[src/fbbse_pkg.sv]
// constants, types and field layout shared by the flag, branch, bit and shift execution unit
package fbbse_pkg;

    localparam logic [7:0] OFS_CTRL    = 8'h00;
    localparam logic [7:0] OFS_OPERAND = 8'h04;
    localparam logic [7:0] OFS_STATUS  = 8'h08;
    localparam logic [7:0] OFS_PC      = 8'h0c;
    localparam logic [7:0] OFS_CYCLES  = 8'h10;
    localparam logic [7:0] OFS_IO_BASE = 8'h20;
    localparam int         IO_COUNT    = 4;

    localparam logic [2:0] FLAG_CARRY = 3'h0;
    localparam logic [2:0] FLAG_ZERO  = 3'h1;
    localparam logic [2:0] FLAG_NEG   = 3'h2;
    localparam logic [2:0] FLAG_OVF   = 3'h3;
    localparam logic [2:0] FLAG_SIGN  = 3'h4;
    localparam logic [2:0] FLAG_HALF  = 3'h5;
    localparam logic [2:0] FLAG_XFER  = 3'h6;
    localparam logic [2:0] FLAG_GIE   = 3'h7;

    localparam int CTRL_OP_LSB  = 0;
    localparam int CTRL_BIT_LSB = 8;
    localparam int CTRL_IO_LSB  = 12;
    localparam int CTRL_K_LSB   = 16;
    localparam int CTRL_BUSY    = 31;

    localparam logic [7:0]  RST_STATUS  = 8'h00;
    localparam logic [7:0]  RST_OPERAND = 8'h00;
    localparam logic [15:0] RST_PC      = 16'h0000;
    localparam logic [7:0]  RST_IO      = 8'h00;
    localparam logic [1:0]  CYC_SHORT   = 2'h1;
    localparam logic [1:0]  CYC_LONG    = 2'h2;

    typedef enum logic [4:0] {
        OP_NOP          = 5'h00,
        OP_BR_XFER_CLR  = 5'h01,
        OP_BR_OVF_SET   = 5'h02,
        OP_BR_OVF_CLR   = 5'h03,
        OP_BR_GIE_SET   = 5'h04,
        OP_BR_GIE_CLR   = 5'h05,
        OP_SET_IO_BIT   = 5'h06,
        OP_CLR_IO_BIT   = 5'h07,
        OP_SHL_LOGICAL  = 5'h08,
        OP_SHR_LOGICAL  = 5'h09,
        OP_ROL_CARRY    = 5'h0a,
        OP_ROR_CARRY    = 5'h0b,
        OP_SHR_ARITH    = 5'h0c,
        OP_NIBBLE_XCHG  = 5'h0d,
        OP_STORE_BIT    = 5'h0e,
        OP_LOAD_BIT     = 5'h0f,
        OP_FLAG_SET     = 5'h10,
        OP_FLAG_CLR     = 5'h11,
        OP_SET_OVF      = 5'h12,
        OP_CLR_OVF      = 5'h13,
        OP_SET_SIGN     = 5'h14,
        OP_CLR_SIGN     = 5'h15,
        OP_SET_HALF     = 5'h16,
        OP_CLR_HALF     = 5'h17
    } fbbse_op_t;

    typedef enum logic [2:0] {
        ST_IDLE  = 3'b001,
        ST_EXEC  = 3'b010,
        ST_EXTRA = 3'b100
    } fbbse_state_t;

    typedef struct packed {
        logic [7:0] offset;
        logic [1:0] ioAddr;
        logic [2:0] bitSel;
        fbbse_op_t  op;
    } fbbse_cmd_t;

endpackage : fbbse_pkg

[src/fbbse_exec.sv]
// execution unit for flag branches, I/O bit ops, shifts, rotates and flag set/clear
`timescale 1ns/1ps
module fbbse_exec (
    input  wire logic        clk,
    input  wire logic        resetn,
    input  wire logic        wb_cyc_i,
    input  wire logic        wb_stb_i,
    input  wire logic        wb_we_i,
    input  wire logic [7:0]  wb_adr_i,
    input  wire logic [3:0]  wb_sel_i,
    input  wire logic [31:0] wb_dat_i,
    output logic      [31:0] wb_dat_o,
    output logic             wb_ack_o,
    output logic             busy
);

    ////////////////////////////////////////////////////////////////////////
    // state

    fbbse_pkg::fbbse_state_t state;
    fbbse_pkg::fbbse_cmd_t   cmd;
    logic [7:0]              operand;
    logic [7:0]              status;
    logic [15:0]             pc;
    logic [1:0]              lastCycles;
    logic [7:0]              ioMem [fbbse_pkg::IO_COUNT];

    logic                    busWrite;
    logic                    busRead;
    logic                    startCmd;
    logic                    ioHit;
    logic [1:0]              ioIndex;

    logic [7:0]              next_operand;
    logic [7:0]              next_status;
    logic [15:0]             next_pc;
    logic [7:0]              next_io;
    logic                    ioWrite;
    logic                    longOp;

    logic [7:0]              shRes;
    logic                    shCarry;
    logic                    isShift;
    logic                    brCond;
    logic                    isBranch;
    logic [15:0]             kExt;

    ////////////////////////////////////////////////////////////////////////
    // wishbone slave

    // a write lands on the edge where ack is high, as the master samples it
    assign busWrite = wb_cyc_i & wb_stb_i & wb_we_i & wb_ack_o & wb_sel_i[0];
    assign busRead  = wb_cyc_i & wb_stb_i & ~wb_we_i;
    assign startCmd = busWrite & (wb_adr_i == fbbse_pkg::OFS_CTRL) & (state == fbbse_pkg::ST_IDLE);
    assign ioHit    = (wb_adr_i[7:4] == fbbse_pkg::OFS_IO_BASE[7:4]) & (wb_adr_i[1:0] == 2'h0);
    assign ioIndex  = wb_adr_i[3:2];
    assign busy     = (state != fbbse_pkg::ST_IDLE);

    always_ff @(posedge clk or negedge resetn) begin
        if (!resetn) begin
            wb_ack_o <= 1'b0;
        end else begin
            wb_ack_o <= wb_cyc_i & wb_stb_i & ~wb_ack_o;
        end
    end

    always_ff @(posedge clk or negedge resetn) begin
        if (!resetn) begin
            wb_dat_o <= 32'h0000_0000;
        end else if (busRead & ~wb_ack_o) begin
            wb_dat_o <= 32'h0000_0000;
            if (wb_adr_i == fbbse_pkg::OFS_CTRL) begin
                // read back in the same field layout that the command write uses
                wb_dat_o[fbbse_pkg::CTRL_OP_LSB +: 5]  <= cmd.op;
                wb_dat_o[fbbse_pkg::CTRL_BIT_LSB +: 3] <= cmd.bitSel;
                wb_dat_o[fbbse_pkg::CTRL_IO_LSB +: 2]  <= cmd.ioAddr;
                wb_dat_o[fbbse_pkg::CTRL_K_LSB +: 8]   <= cmd.offset;
                wb_dat_o[fbbse_pkg::CTRL_BUSY]         <= busy;
            end else if (wb_adr_i == fbbse_pkg::OFS_OPERAND) begin
                wb_dat_o[7:0] <= operand;
            end else if (wb_adr_i == fbbse_pkg::OFS_STATUS) begin
                wb_dat_o[7:0] <= status;
            end else if (wb_adr_i == fbbse_pkg::OFS_PC) begin
                wb_dat_o[15:0] <= pc;
            end else if (wb_adr_i == fbbse_pkg::OFS_CYCLES) begin
                wb_dat_o[1:0] <= lastCycles;
            end else if (ioHit) begin
                wb_dat_o[7:0] <= ioMem[ioIndex];
            end
        end
    end

    ////////////////////////////////////////////////////////////////////////
    // command capture

    always_ff @(posedge clk or negedge resetn) begin
        if (!resetn) begin
            cmd <= '{offset: 8'h00, ioAddr: 2'h0, bitSel: 3'h0, op: fbbse_pkg::OP_NOP};
        end else if (startCmd) begin
            cmd.op     <= fbbse_pkg::fbbse_op_t'(wb_dat_i[fbbse_pkg::CTRL_OP_LSB +: 5]);
            cmd.bitSel <= wb_dat_i[fbbse_pkg::CTRL_BIT_LSB +: 3];
            cmd.ioAddr <= wb_dat_i[fbbse_pkg::CTRL_IO_LSB +: 2];
            cmd.offset <= wb_dat_i[fbbse_pkg::CTRL_K_LSB +: 8];
        end
    end

    ////////////////////////////////////////////////////////////////////////
    // sequencer

    always_ff @(posedge clk or negedge resetn) begin
        if (!resetn) begin
            state <= fbbse_pkg::ST_IDLE;
        end else begin
            case (state)
                fbbse_pkg::ST_IDLE: begin
                    if (startCmd) begin
                        state <= fbbse_pkg::ST_EXEC;
                    end
                end
                fbbse_pkg::ST_EXEC: begin
                    state <= longOp ? fbbse_pkg::ST_EXTRA : fbbse_pkg::ST_IDLE;
                end
                fbbse_pkg::ST_EXTRA: begin
                    state <= fbbse_pkg::ST_IDLE;
                end
                default: begin
                    state <= fbbse_pkg::ST_IDLE;
                end
            endcase
        end
    end

    always_ff @(posedge clk or negedge resetn) begin
        if (!resetn) begin
            lastCycles <= 2'h0;
        end else if (state == fbbse_pkg::ST_EXEC) begin
            lastCycles <= longOp ? fbbse_pkg::CYC_LONG : fbbse_pkg::CYC_SHORT;
        end
    end

    ////////////////////////////////////////////////////////////////////////
    // branch condition and target

    assign kExt = {{8{cmd.offset[7]}}, cmd.offset};

    always_comb begin
        isBranch = 1'b1;
        brCond   = 1'b0;
        case (cmd.op)
            fbbse_pkg::OP_BR_XFER_CLR: brCond = ~status[fbbse_pkg::FLAG_XFER];
            fbbse_pkg::OP_BR_OVF_SET:  brCond = status[fbbse_pkg::FLAG_OVF];
            fbbse_pkg::OP_BR_OVF_CLR:  brCond = ~status[fbbse_pkg::FLAG_OVF];
            fbbse_pkg::OP_BR_GIE_SET:  brCond = status[fbbse_pkg::FLAG_GIE];
            fbbse_pkg::OP_BR_GIE_CLR:  brCond = ~status[fbbse_pkg::FLAG_GIE];
            default:                   isBranch = 1'b0;
        endcase
    end

    ////////////////////////////////////////////////////////////////////////
    // shifter

    always_comb begin
        isShift = 1'b1;
        shRes   = operand;
        shCarry = status[fbbse_pkg::FLAG_CARRY];
        case (cmd.op)
            fbbse_pkg::OP_SHL_LOGICAL: begin
                shRes   = {operand[6:0], 1'b0};
                shCarry = operand[7];
            end
            fbbse_pkg::OP_SHR_LOGICAL: begin
                shRes   = {1'b0, operand[7:1]};
                shCarry = operand[0];
            end
            fbbse_pkg::OP_ROL_CARRY: begin
                shRes   = {operand[6:0], status[fbbse_pkg::FLAG_CARRY]};
                shCarry = operand[7];
            end
            fbbse_pkg::OP_ROR_CARRY: begin
                shRes   = {status[fbbse_pkg::FLAG_CARRY], operand[7:1]};
                shCarry = operand[0];
            end
            fbbse_pkg::OP_SHR_ARITH: begin
                shRes   = {operand[7], operand[7:1]};
                shCarry = operand[0];
            end
            default: begin
                isShift = 1'b0;
            end
        endcase
    end

    ////////////////////////////////////////////////////////////////////////
    // result and flag selection

    always_comb begin
        next_operand = operand;
        next_status  = status;
        next_io      = ioMem[cmd.ioAddr];
        ioWrite      = 1'b0;
        longOp       = isBranch & brCond;
        next_pc      = isBranch & brCond ? pc + kExt + 16'h0001 : pc + 16'h0001;
        if (isShift) begin
            // overflow follows negative xor carry, the usual shifter convention
            next_operand                       = shRes;
            next_status[fbbse_pkg::FLAG_ZERO]  = (shRes == 8'h00);
            next_status[fbbse_pkg::FLAG_CARRY] = shCarry;
            next_status[fbbse_pkg::FLAG_NEG]   = shRes[7];
            next_status[fbbse_pkg::FLAG_OVF]   = shRes[7] ^ shCarry;
        end
        case (cmd.op)
            fbbse_pkg::OP_SET_IO_BIT: begin
                next_io[cmd.bitSel] = 1'b1;
                ioWrite             = 1'b1;
                longOp              = 1'b1;
            end
            fbbse_pkg::OP_CLR_IO_BIT: begin
                next_io[cmd.bitSel] = 1'b0;
                ioWrite             = 1'b1;
                longOp              = 1'b1;
            end
            fbbse_pkg::OP_NIBBLE_XCHG: begin
                next_operand = {operand[3:0], operand[7:4]};
            end
            fbbse_pkg::OP_STORE_BIT: begin
                next_status[fbbse_pkg::FLAG_XFER] = operand[cmd.bitSel];
            end
            fbbse_pkg::OP_LOAD_BIT: begin
                next_operand[cmd.bitSel] = status[fbbse_pkg::FLAG_XFER];
            end
            fbbse_pkg::OP_FLAG_SET: begin
                next_status[cmd.bitSel] = 1'b1;
            end
            fbbse_pkg::OP_FLAG_CLR: begin
                next_status[cmd.bitSel] = 1'b0;
            end
            fbbse_pkg::OP_SET_OVF:  next_status[fbbse_pkg::FLAG_OVF]  = 1'b1;
            fbbse_pkg::OP_CLR_OVF:  next_status[fbbse_pkg::FLAG_OVF]  = 1'b0;
            fbbse_pkg::OP_SET_SIGN: next_status[fbbse_pkg::FLAG_SIGN] = 1'b1;
            fbbse_pkg::OP_CLR_SIGN: next_status[fbbse_pkg::FLAG_SIGN] = 1'b0;
            fbbse_pkg::OP_SET_HALF: next_status[fbbse_pkg::FLAG_HALF] = 1'b1;
            fbbse_pkg::OP_CLR_HALF: next_status[fbbse_pkg::FLAG_HALF] = 1'b0;
            default: begin
            end
        endcase
    end

    ////////////////////////////////////////////////////////////////////////
    // architectural state, bus writes refused while an op is in flight

    always_ff @(posedge clk or negedge resetn) begin
        if (!resetn) begin
            operand <= fbbse_pkg::RST_OPERAND;
        end else if (state == fbbse_pkg::ST_EXEC) begin
            operand <= next_operand;
        end else if (busWrite & ~busy & (wb_adr_i == fbbse_pkg::OFS_OPERAND)) begin
            operand <= wb_dat_i[7:0];
        end
    end

    always_ff @(posedge clk or negedge resetn) begin
        if (!resetn) begin
            status <= fbbse_pkg::RST_STATUS;
        end else if (state == fbbse_pkg::ST_EXEC) begin
            status <= next_status;
        end else if (busWrite & ~busy & (wb_adr_i == fbbse_pkg::OFS_STATUS)) begin
            status <= wb_dat_i[7:0];
        end
    end

    always_ff @(posedge clk or negedge resetn) begin
        if (!resetn) begin
            pc <= fbbse_pkg::RST_PC;
        end else if (state == fbbse_pkg::ST_EXEC) begin
            pc <= next_pc;
        end else if (busWrite & ~busy & (wb_adr_i == fbbse_pkg::OFS_PC)) begin
            pc[7:0] <= wb_dat_i[7:0];
            if (wb_sel_i[1]) begin
                pc[15:8] <= wb_dat_i[15:8];
            end
        end
    end

    // the read-modify-write of an I/O bit commits in the first cycle; the
    // second cycle only holds the unit busy so timing matches the core
    always_ff @(posedge clk or negedge resetn) begin
        if (!resetn) begin
            for (int i = 0; i < fbbse_pkg::IO_COUNT; i++) begin
                ioMem[i] <= fbbse_pkg::RST_IO;
            end
        end else if ((state == fbbse_pkg::ST_EXEC) & ioWrite) begin
            ioMem[cmd.ioAddr] <= next_io;
        end else if (busWrite & ~busy & ioHit) begin
            ioMem[ioIndex] <= wb_dat_i[7:0];
        end
    end

endmodule : fbbse_exec

[config.mk]
export PLATFORM = sky130hd
export DESIGN_NAME = fbbse_exec
export DESIGN_NICKNAME = d
export VERILOG_FILES = /design/src/fbbse_pkg.sv /design/src/fbbse_exec.sv
export SDC_FILE = /design/constraint.sdc
export NUM_CORES = 1
export LEC_CHECK = 0
export ABC_AREA = 1
export BUFFER_PORTS_ARGS = -buffer_cell sky130_fd_sc_hd__buf_2
export CAP_MARGIN = 10
export CORE_MARGIN = 2
export CORE_UTILIZATION = 50
export CTS_CLUSTER_DIAMETER = 200
export DETAILED_ROUTE_END_ITERATION = 10
export PLACE_DENSITY = 0.7
export SETUP_SLACK_MARGIN = 0.1
export SLEW_MARGIN = 40
export SYNTH_ARGS = -nofsm -noshare
export SYNTH_HDL_FRONTEND = slang
export SYNTH_SLANG_ARGS = --single-unit
[constraint.sdc]
create_clock -name clk -period 3.25 [get_ports clk]
set_input_delay 0.65 -clock clk [delete_from_list [all_inputs] [get_ports clk]]
set_output_delay 0.65 -clock clk [all_outputs]
set_load 0.05 [all_outputs]
## After elaboration in Yosys (flattened, before gate mapping)

Cells that the tools add are included.

- Logic and storage cells: 182
- Output and inout bits: 34
- Input port bits: 49
- Flip-flop bits (word level): 113

- Equal/unequal tests: 36
- Add/sub/neg operators: 3
- $lt $le $gt $ge: 6
- Bitwise logic cells: 31
- Multiplexer cells: 65
- Reduce and logical (&&, ||, !) cells: 21

Operators by type and width:

| cell | count |
|---|---|
| 8-bit 2-to-1 mux | 20 |
| 32-bit bitwise mux | 2 |
| 32-bit 2-to-1 mux | 2 |
| 16-bit 2-to-1 mux | 3 |
| 5-bit by 4-bit equality test with 1-bit output, second input constant | 8 |
| 5-bit equality test, second input constant | 8 |
| 8-bit case mux with 5 select lines | 1 |
| 16-bit by 1-bit adder with 16-bit output, second input constant | 2 |
| 8-bit binary-select mux with 2-bit select | 2 |
| 8-bit demux with 2-bit select | 2 |
| 8-bit case mux with 2 select lines | 2 |
| 5-bit by 3-bit equality test with 1-bit output, second input constant | 4 |
| 1-bit AND | 17 |
| 16-bit adder | 1 |
| 8-bit AND | 2 |
| 8-bit by 4-bit equality test with 1-bit output, second input constant | 2 |
| 8-bit zero test | 2 |
| 8-bit bitwise OR | 2 |
| 3-bit 2-to-1 mux | 4 |
| 1-bit case mux with 4 select lines | 3 |
| 3-bit case mux with 2 select lines | 2 |
| 5-bit by 2-bit equality test with 1-bit output, second input constant | 2 |
| 5-bit by 1-bit inequality test with 1-bit output, second input constant | 2 |
| 2-bit AND reduction | 5 |
| 34 further kinds | 62 |

## Logic depth before layout (Yosys ltp)

- Depth after elaboration: 10
- Depth in mapped cells: 16
- Mapped depth without buffers: 15

## Least setup slack after synthesis

No wires, ideal clock.

- Path type: reg-to-reg
- Start point: reg pc[0]
- End point: reg pc[8]
- Cell stages (with the launch flop): 14
- Period minus slack after synthesis: 2.134 ns
- Arrival time: 2.051 ns
- Data required time: 3.167 ns
- Path buffers: 0
- Slack: 1.116 ns
- Library setup time: 0.083 ns
- Path through: dfrtp_1 inv_1 ha_1 inv_1 fa_1 nand3_1 nand2_1 a21boi_0 o21ai_0 a21oi_1 o21ai_0 nand2_1 inv_1 o21ai_0

- Word-level cells in the longest chain between the ends: 4
- Elaborated cells on any way between the ends: 5
- Those cells by class: add/sub (3); mux (2)

RTL lines:

| item | RTL line | text |
|---|---|---|
| from (decl) | fbbse_exec.sv:24 | `logic [15:0] pc;` |
| from (signal assigned) | fbbse_exec.sv:273 | `pc <= fbbse_pkg::RST_PC;` |
| from (signal assigned) | fbbse_exec.sv:275 | `pc <= next_pc;` |
| from (signal assigned) | fbbse_exec.sv:277 | `pc[7:0] <= wb_dat_i[7:0];` |
| 16-bit adder | fbbse_exec.sv:202 | `next_pc = isBranch & brCond ? pc + kExt + 16'h0001 : pc + 16'h0001;` |
| 16-bit by 1-bit adder with 16-bit output | fbbse_exec.sv:202 |  |
| 16-bit 2-to-1 mux (*) | fbbse_exec.sv:202 |  |
| 16-bit 2-to-1 mux (*) | fbbse_exec.sv:274 | `end else if (state == fbbse_pkg::ST_EXEC) begin` |

Every way passes the cells marked *; elsewhere a longest branch is shown, timed or not.
A chain may end at the register's enable or synchronous reset.

## Worst setup path in the final report

Same ends and word-level chain as after synthesis.

==> impl_table.tex <==
\begin{tabular}{lr}
\hline
Metric & Value \\
\hline
\multicolumn{2}{l}{\textbf{Outcome}} \\
Result of the run & complete, no violations \\
\multicolumn{2}{l}{\textbf{Power}} \\
P\_leak & 4.36 nW \\
Power density relative to cell area & 411 nW/um\^{}2 \\
Maximum ir drop on the vdd rail & 0.000432 V \\
\multicolumn{2}{l}{\textbf{Drt}} \\
Number of nets still failing antenna checks after routing & 0 \\
Remaining DRCs & 0 \\
Via density & 5.97 \\
Initial drt markers & 1120 \\
Total via count in the routed design & 8270 \\
Total wirelength of the detailed-routed design & 26300 um \\
Number of iterations in the first detailed-routing pass & 6 \\
Routed wire length per instance & 19.0 um \\
\multicolumn{2}{l}{\textbf{Clock tree}} \\
Maximum count of clock buffers along a single path & 2 \\
TritonCTS clock tree & yes \\
Post-CTS setup buffers & 0 \\
Root buffer cell & clkbuf\_16 \\
Post-CTS Resized & 0 \\
Number of sinks driven by the clock tree & 113 \\
Hold-fix buffers, CTS & 0 \\
Clock edge transition at the registers on the reported setup and hold paths & 60 ps \\
Number of buffers inserted during clock tree synthesis & 17 \\
Clk Latency, worst-skew pair & 430 ps \\
CTS HTree Levels & 4 \\
\multicolumn{2}{l}{\textbf{Global route}} \\
Global route total overflow & 0 \\
Global routing usage on met1 & 46.3\% \\
Global routing usage on met3 & 5.86\% \\
Maximum number of pins on one net before global-route repair & 58 \\
GR Util All Layers & 32.4\% \\
First-pass GRT wire length & 41400 um \\
Number of global-route vias before repair & 7636 \\
GR Layer Usage met2 & 49.3\% \\
Layer with the highest usage & met2 \\
Number of antenna violations at the first check in global routing & 0 \\
\multicolumn{2}{l}{\textbf{Logic synthesis}} \\
Flip-flop and latch count after synthesis & 113 \\
Multiplexer fraction of the synthesized cell area & 0\% \\
Cell taking the most area after synthesis & dfrtp\_1 \\
Biggest area contributors in the synthesized netlist & dfrtp\_1 (36\%), nand2\_1 (13\%), nand3\_1 (5.2\%) \\
Instance count of the mapped netlist & 1086 \\
Mapped Area & 7830 um\^{}2 \\
Top post-synthesis cells by count & nand2\_1 (262), dfrtp\_1 (112), inv\_1 (103) \\
Compound-Gate Fraction of Synth Area & 22.2\% \\
Count of flip-flops with a built-in enable after synthesis & 0 \\
Most instantiated flip-flop cell in the synthesis netlist & dfrtp\_1 \\
Post-synthesis share of cell area spent on xor and xnor gates & 1.68\% \\
Count of warnings emitted by yosys & 0 \\
Area share of and/or/nand/nor cells after synthesis & 28.6\% \\
Portion of synthesized cell area occupied by the leading cell type & 35.8\% \\
Average cell area after synthesis & 7.21 um\^{}2 \\
Async set or reset register ratio after synthesis & 100\% \\
Post-synthesis cell type count & 53 \\
Post-Synth Adder-Cell Area & 2.81\% \\
Dominant combinational cell family by area after synthesis & simple AND/OR/NAND/NOR gates \\
Register area share after synthesis & 36.1\% \\
Library cell with the highest instance count after synthesis & nand2\_1 \\
\multicolumn{2}{l}{\textbf{Worst setup path}} \\
Nature of the critical path startpoint & flip-flop \\
Worst R2R Path Depth & 13 \\
Reg-to-reg slack, setup & 660 ps \\
Category of the worst setup path capture point & flip-flop \\
Worst setup path start & pc[0] \\
Max Fanout on Critical Path & 4 \\
Capture point of the critical path & pc[8] \\
Data arrival at the endpoint of the critical path & 2930 ps \\
FF-to-FF End & pc[8] \\
Critical path type & reg2reg \\
Worst R2R Start & pc[0] \\
Critical Path RT & 3590 ps \\
\multicolumn{2}{l}{\textbf{Finish}} \\
Filler cell count in the final layout & 1450 \\
Nets & 1228 \\
\# diodes & 0 \\
Layout overhead on the synthesized area & 15.9\% \\
Share of cells above drive strength 1 & 15.2\% \\
Number of cells in the finished layout apart from fillers & 1385 \\
Multi-input combinational cell area & 4360 um\^{}2 \\
Footprint of the flip-flops and latches & 2830 um\^{}2 \\
\multicolumn{2}{l}{\textbf{STA}} \\
Final clock period utilization by the worst path & 79.6\% \\
Setup repair after global routing missed its margin & false \\
Transition time at the pin with the least slew margin & 715 ps \\
Final critical path time including I/O delays and setup & 2590 ps \\
Number of slew-limit violations in the final report & 0 \\
Hold\_ws & 140 ps \\
Slew HR & 52.0\% \\
Hold Fails Final Rpt & 0 \\
Maximum achievable frequency & 387 MHz \\
Setup TNS after final layout & 0 ps \\
Total of endpoints with negative setup slack in the final report & 0 \\
Clock skew & 8.77 ps \\
\multicolumn{2}{l}{\textbf{Die}} \\
DIE WIDTH & 129 um \\
Starting density of the core & 51.3\% \\
Die Outline Area & 16700 um\^{}2 \\
Total number of placement rows & 45 \\
Core region area & 15300 um\^{}2 \\
I/O pin cnt & 83 \\
DIE HEIGHT & 129 um \\
\multicolumn{2}{l}{\textbf{Placement}} \\
Detailed-placement wirelength estimate & 19400 um \\
Number of cells after detailed placement & 1353 \\
RD Place Congestion & 0.998 \\
Quantity of I/O buffers inserted on ports & 65 \\
\multicolumn{2}{l}{\textbf{Hold path}} \\
Type of the tightest min-delay check & in2async \\
\multicolumn{2}{l}{\textbf{Flow run}} \\
Number of max-cap violations & 0 \\
\hline
\end{tabular}
placed cells by master, fill, tap and decap left out, types with 3 or more instances in the layout:
master       n
nand2_1    262
dfrtp_1    112
inv_1      103
nor2_1      86
nand3_1     82
o21ai_0     70
buf_2       64
a21oi_1     58
o22ai_1     30
a31oi_1     23
inv_2       22
o211ai_1    20
o221ai_1    19
clkbuf_16   17
ha_1        16
buf_4       16
o21ai_1     15
nor2_2      14
nand4_1     14
nor3_1      14
nand2_2     11
xor2_1      11
o31ai_1      7
a22oi_1      7
conb_1       7
o21a_1       5
bufinv_16    5
a221oi_1     4
xnor2_1      4
o221ai_2     4
clkinv_1     3
nor2_4       3
a21boi_0     3
a41oi_1      3
nor2_8       3
nand3b_1     3
clkbuf_8     3
clkinv_2     3
layout make-up:
type                    count  share of cell area [%]
clock inverters            10                    2.00
well taps                 211                    2.91
multi-input cells         818                    48.0
clock buffers              21                    5.18
repair buffers             82                    5.29
inverters                 130                    5.43
flip-flops and latches    113                    31.2
power by group:
group | total [W] | internal (W) | switching [W] | leakage [nW]
Combinational | 0.000212 | 0.0000528 | 0.000160 | 2.77
Sequential | 0.00142 | 0.00142 | 0.00000765 | 1.27
Clock | 0.00210 | 0.00141 | 0.000683 | 0.319
Total | 0.00373 | 0.00288 | 0.000850 | 4.36
cell families (layout without fill, tap and decap cells):
group	after synthesis	in the layout
DFF	113	113
other	1	7
and+or+nand+nor	501	501
buffers and inverters	161	243
AOI/OAI and AO/OA	278	278
adders and majority gates	17	17
xor gates and xnor gates	15	15
through the flow:
step	utilization [%]	setup WS [ps]	cell area, um^2	total power [W]
after floorplan	-	1120	7860	0.00155
after global placement	55.1	695	8410	0.00165
after detailed placement	55.1	659	8410	0.00165
after CTS	59.4	689	9060	0.00373
after global routing	59.5	426	9080	0.00382
final	59.5	663	9080	0.00373
metal layers:
metal	vias to the layer above	share of wire, %
li1	3880	-
met3	72	10
met4	0	3.1
met1	3837	43
met2	481	44
met5	-	0
worst min path at each step:
stage	slack [ps]	to	cells past startpoint
6_report	140	wb_dat_o[23]	1
2_1_floorplan	350	async pin	0
3_5_place_dp	460	wb_dat_o[19]	2
5_1_grt	170	cmd[16]	1
3_3_place_gp	460	wb_dat_o[20]	2
4_1_cts	320	wb_dat_o[22]	1
critical path: stages, from the launching register on:
cell and delay [ps]:
dfrtp_1 410, inv_1 140, ha_1 170, inv_1 70, fa_1 400, nand3_1 90
nand2_1 110, a21boi_0 460, o21ai_0 190, a21oi_1 140, o21ai_0 110, nand2_1 70
inv_1 30, o21ai_0 120
registers in the layout (all words and copies together), names as in the netlist, 2 cells and up, named ones only:
name,count
status,7
ioMem,32
pc,16
lastCycles,2
operand,8
cmd,18
state,3
wb_dat_o,25
(Power assumes the default switching activity.)
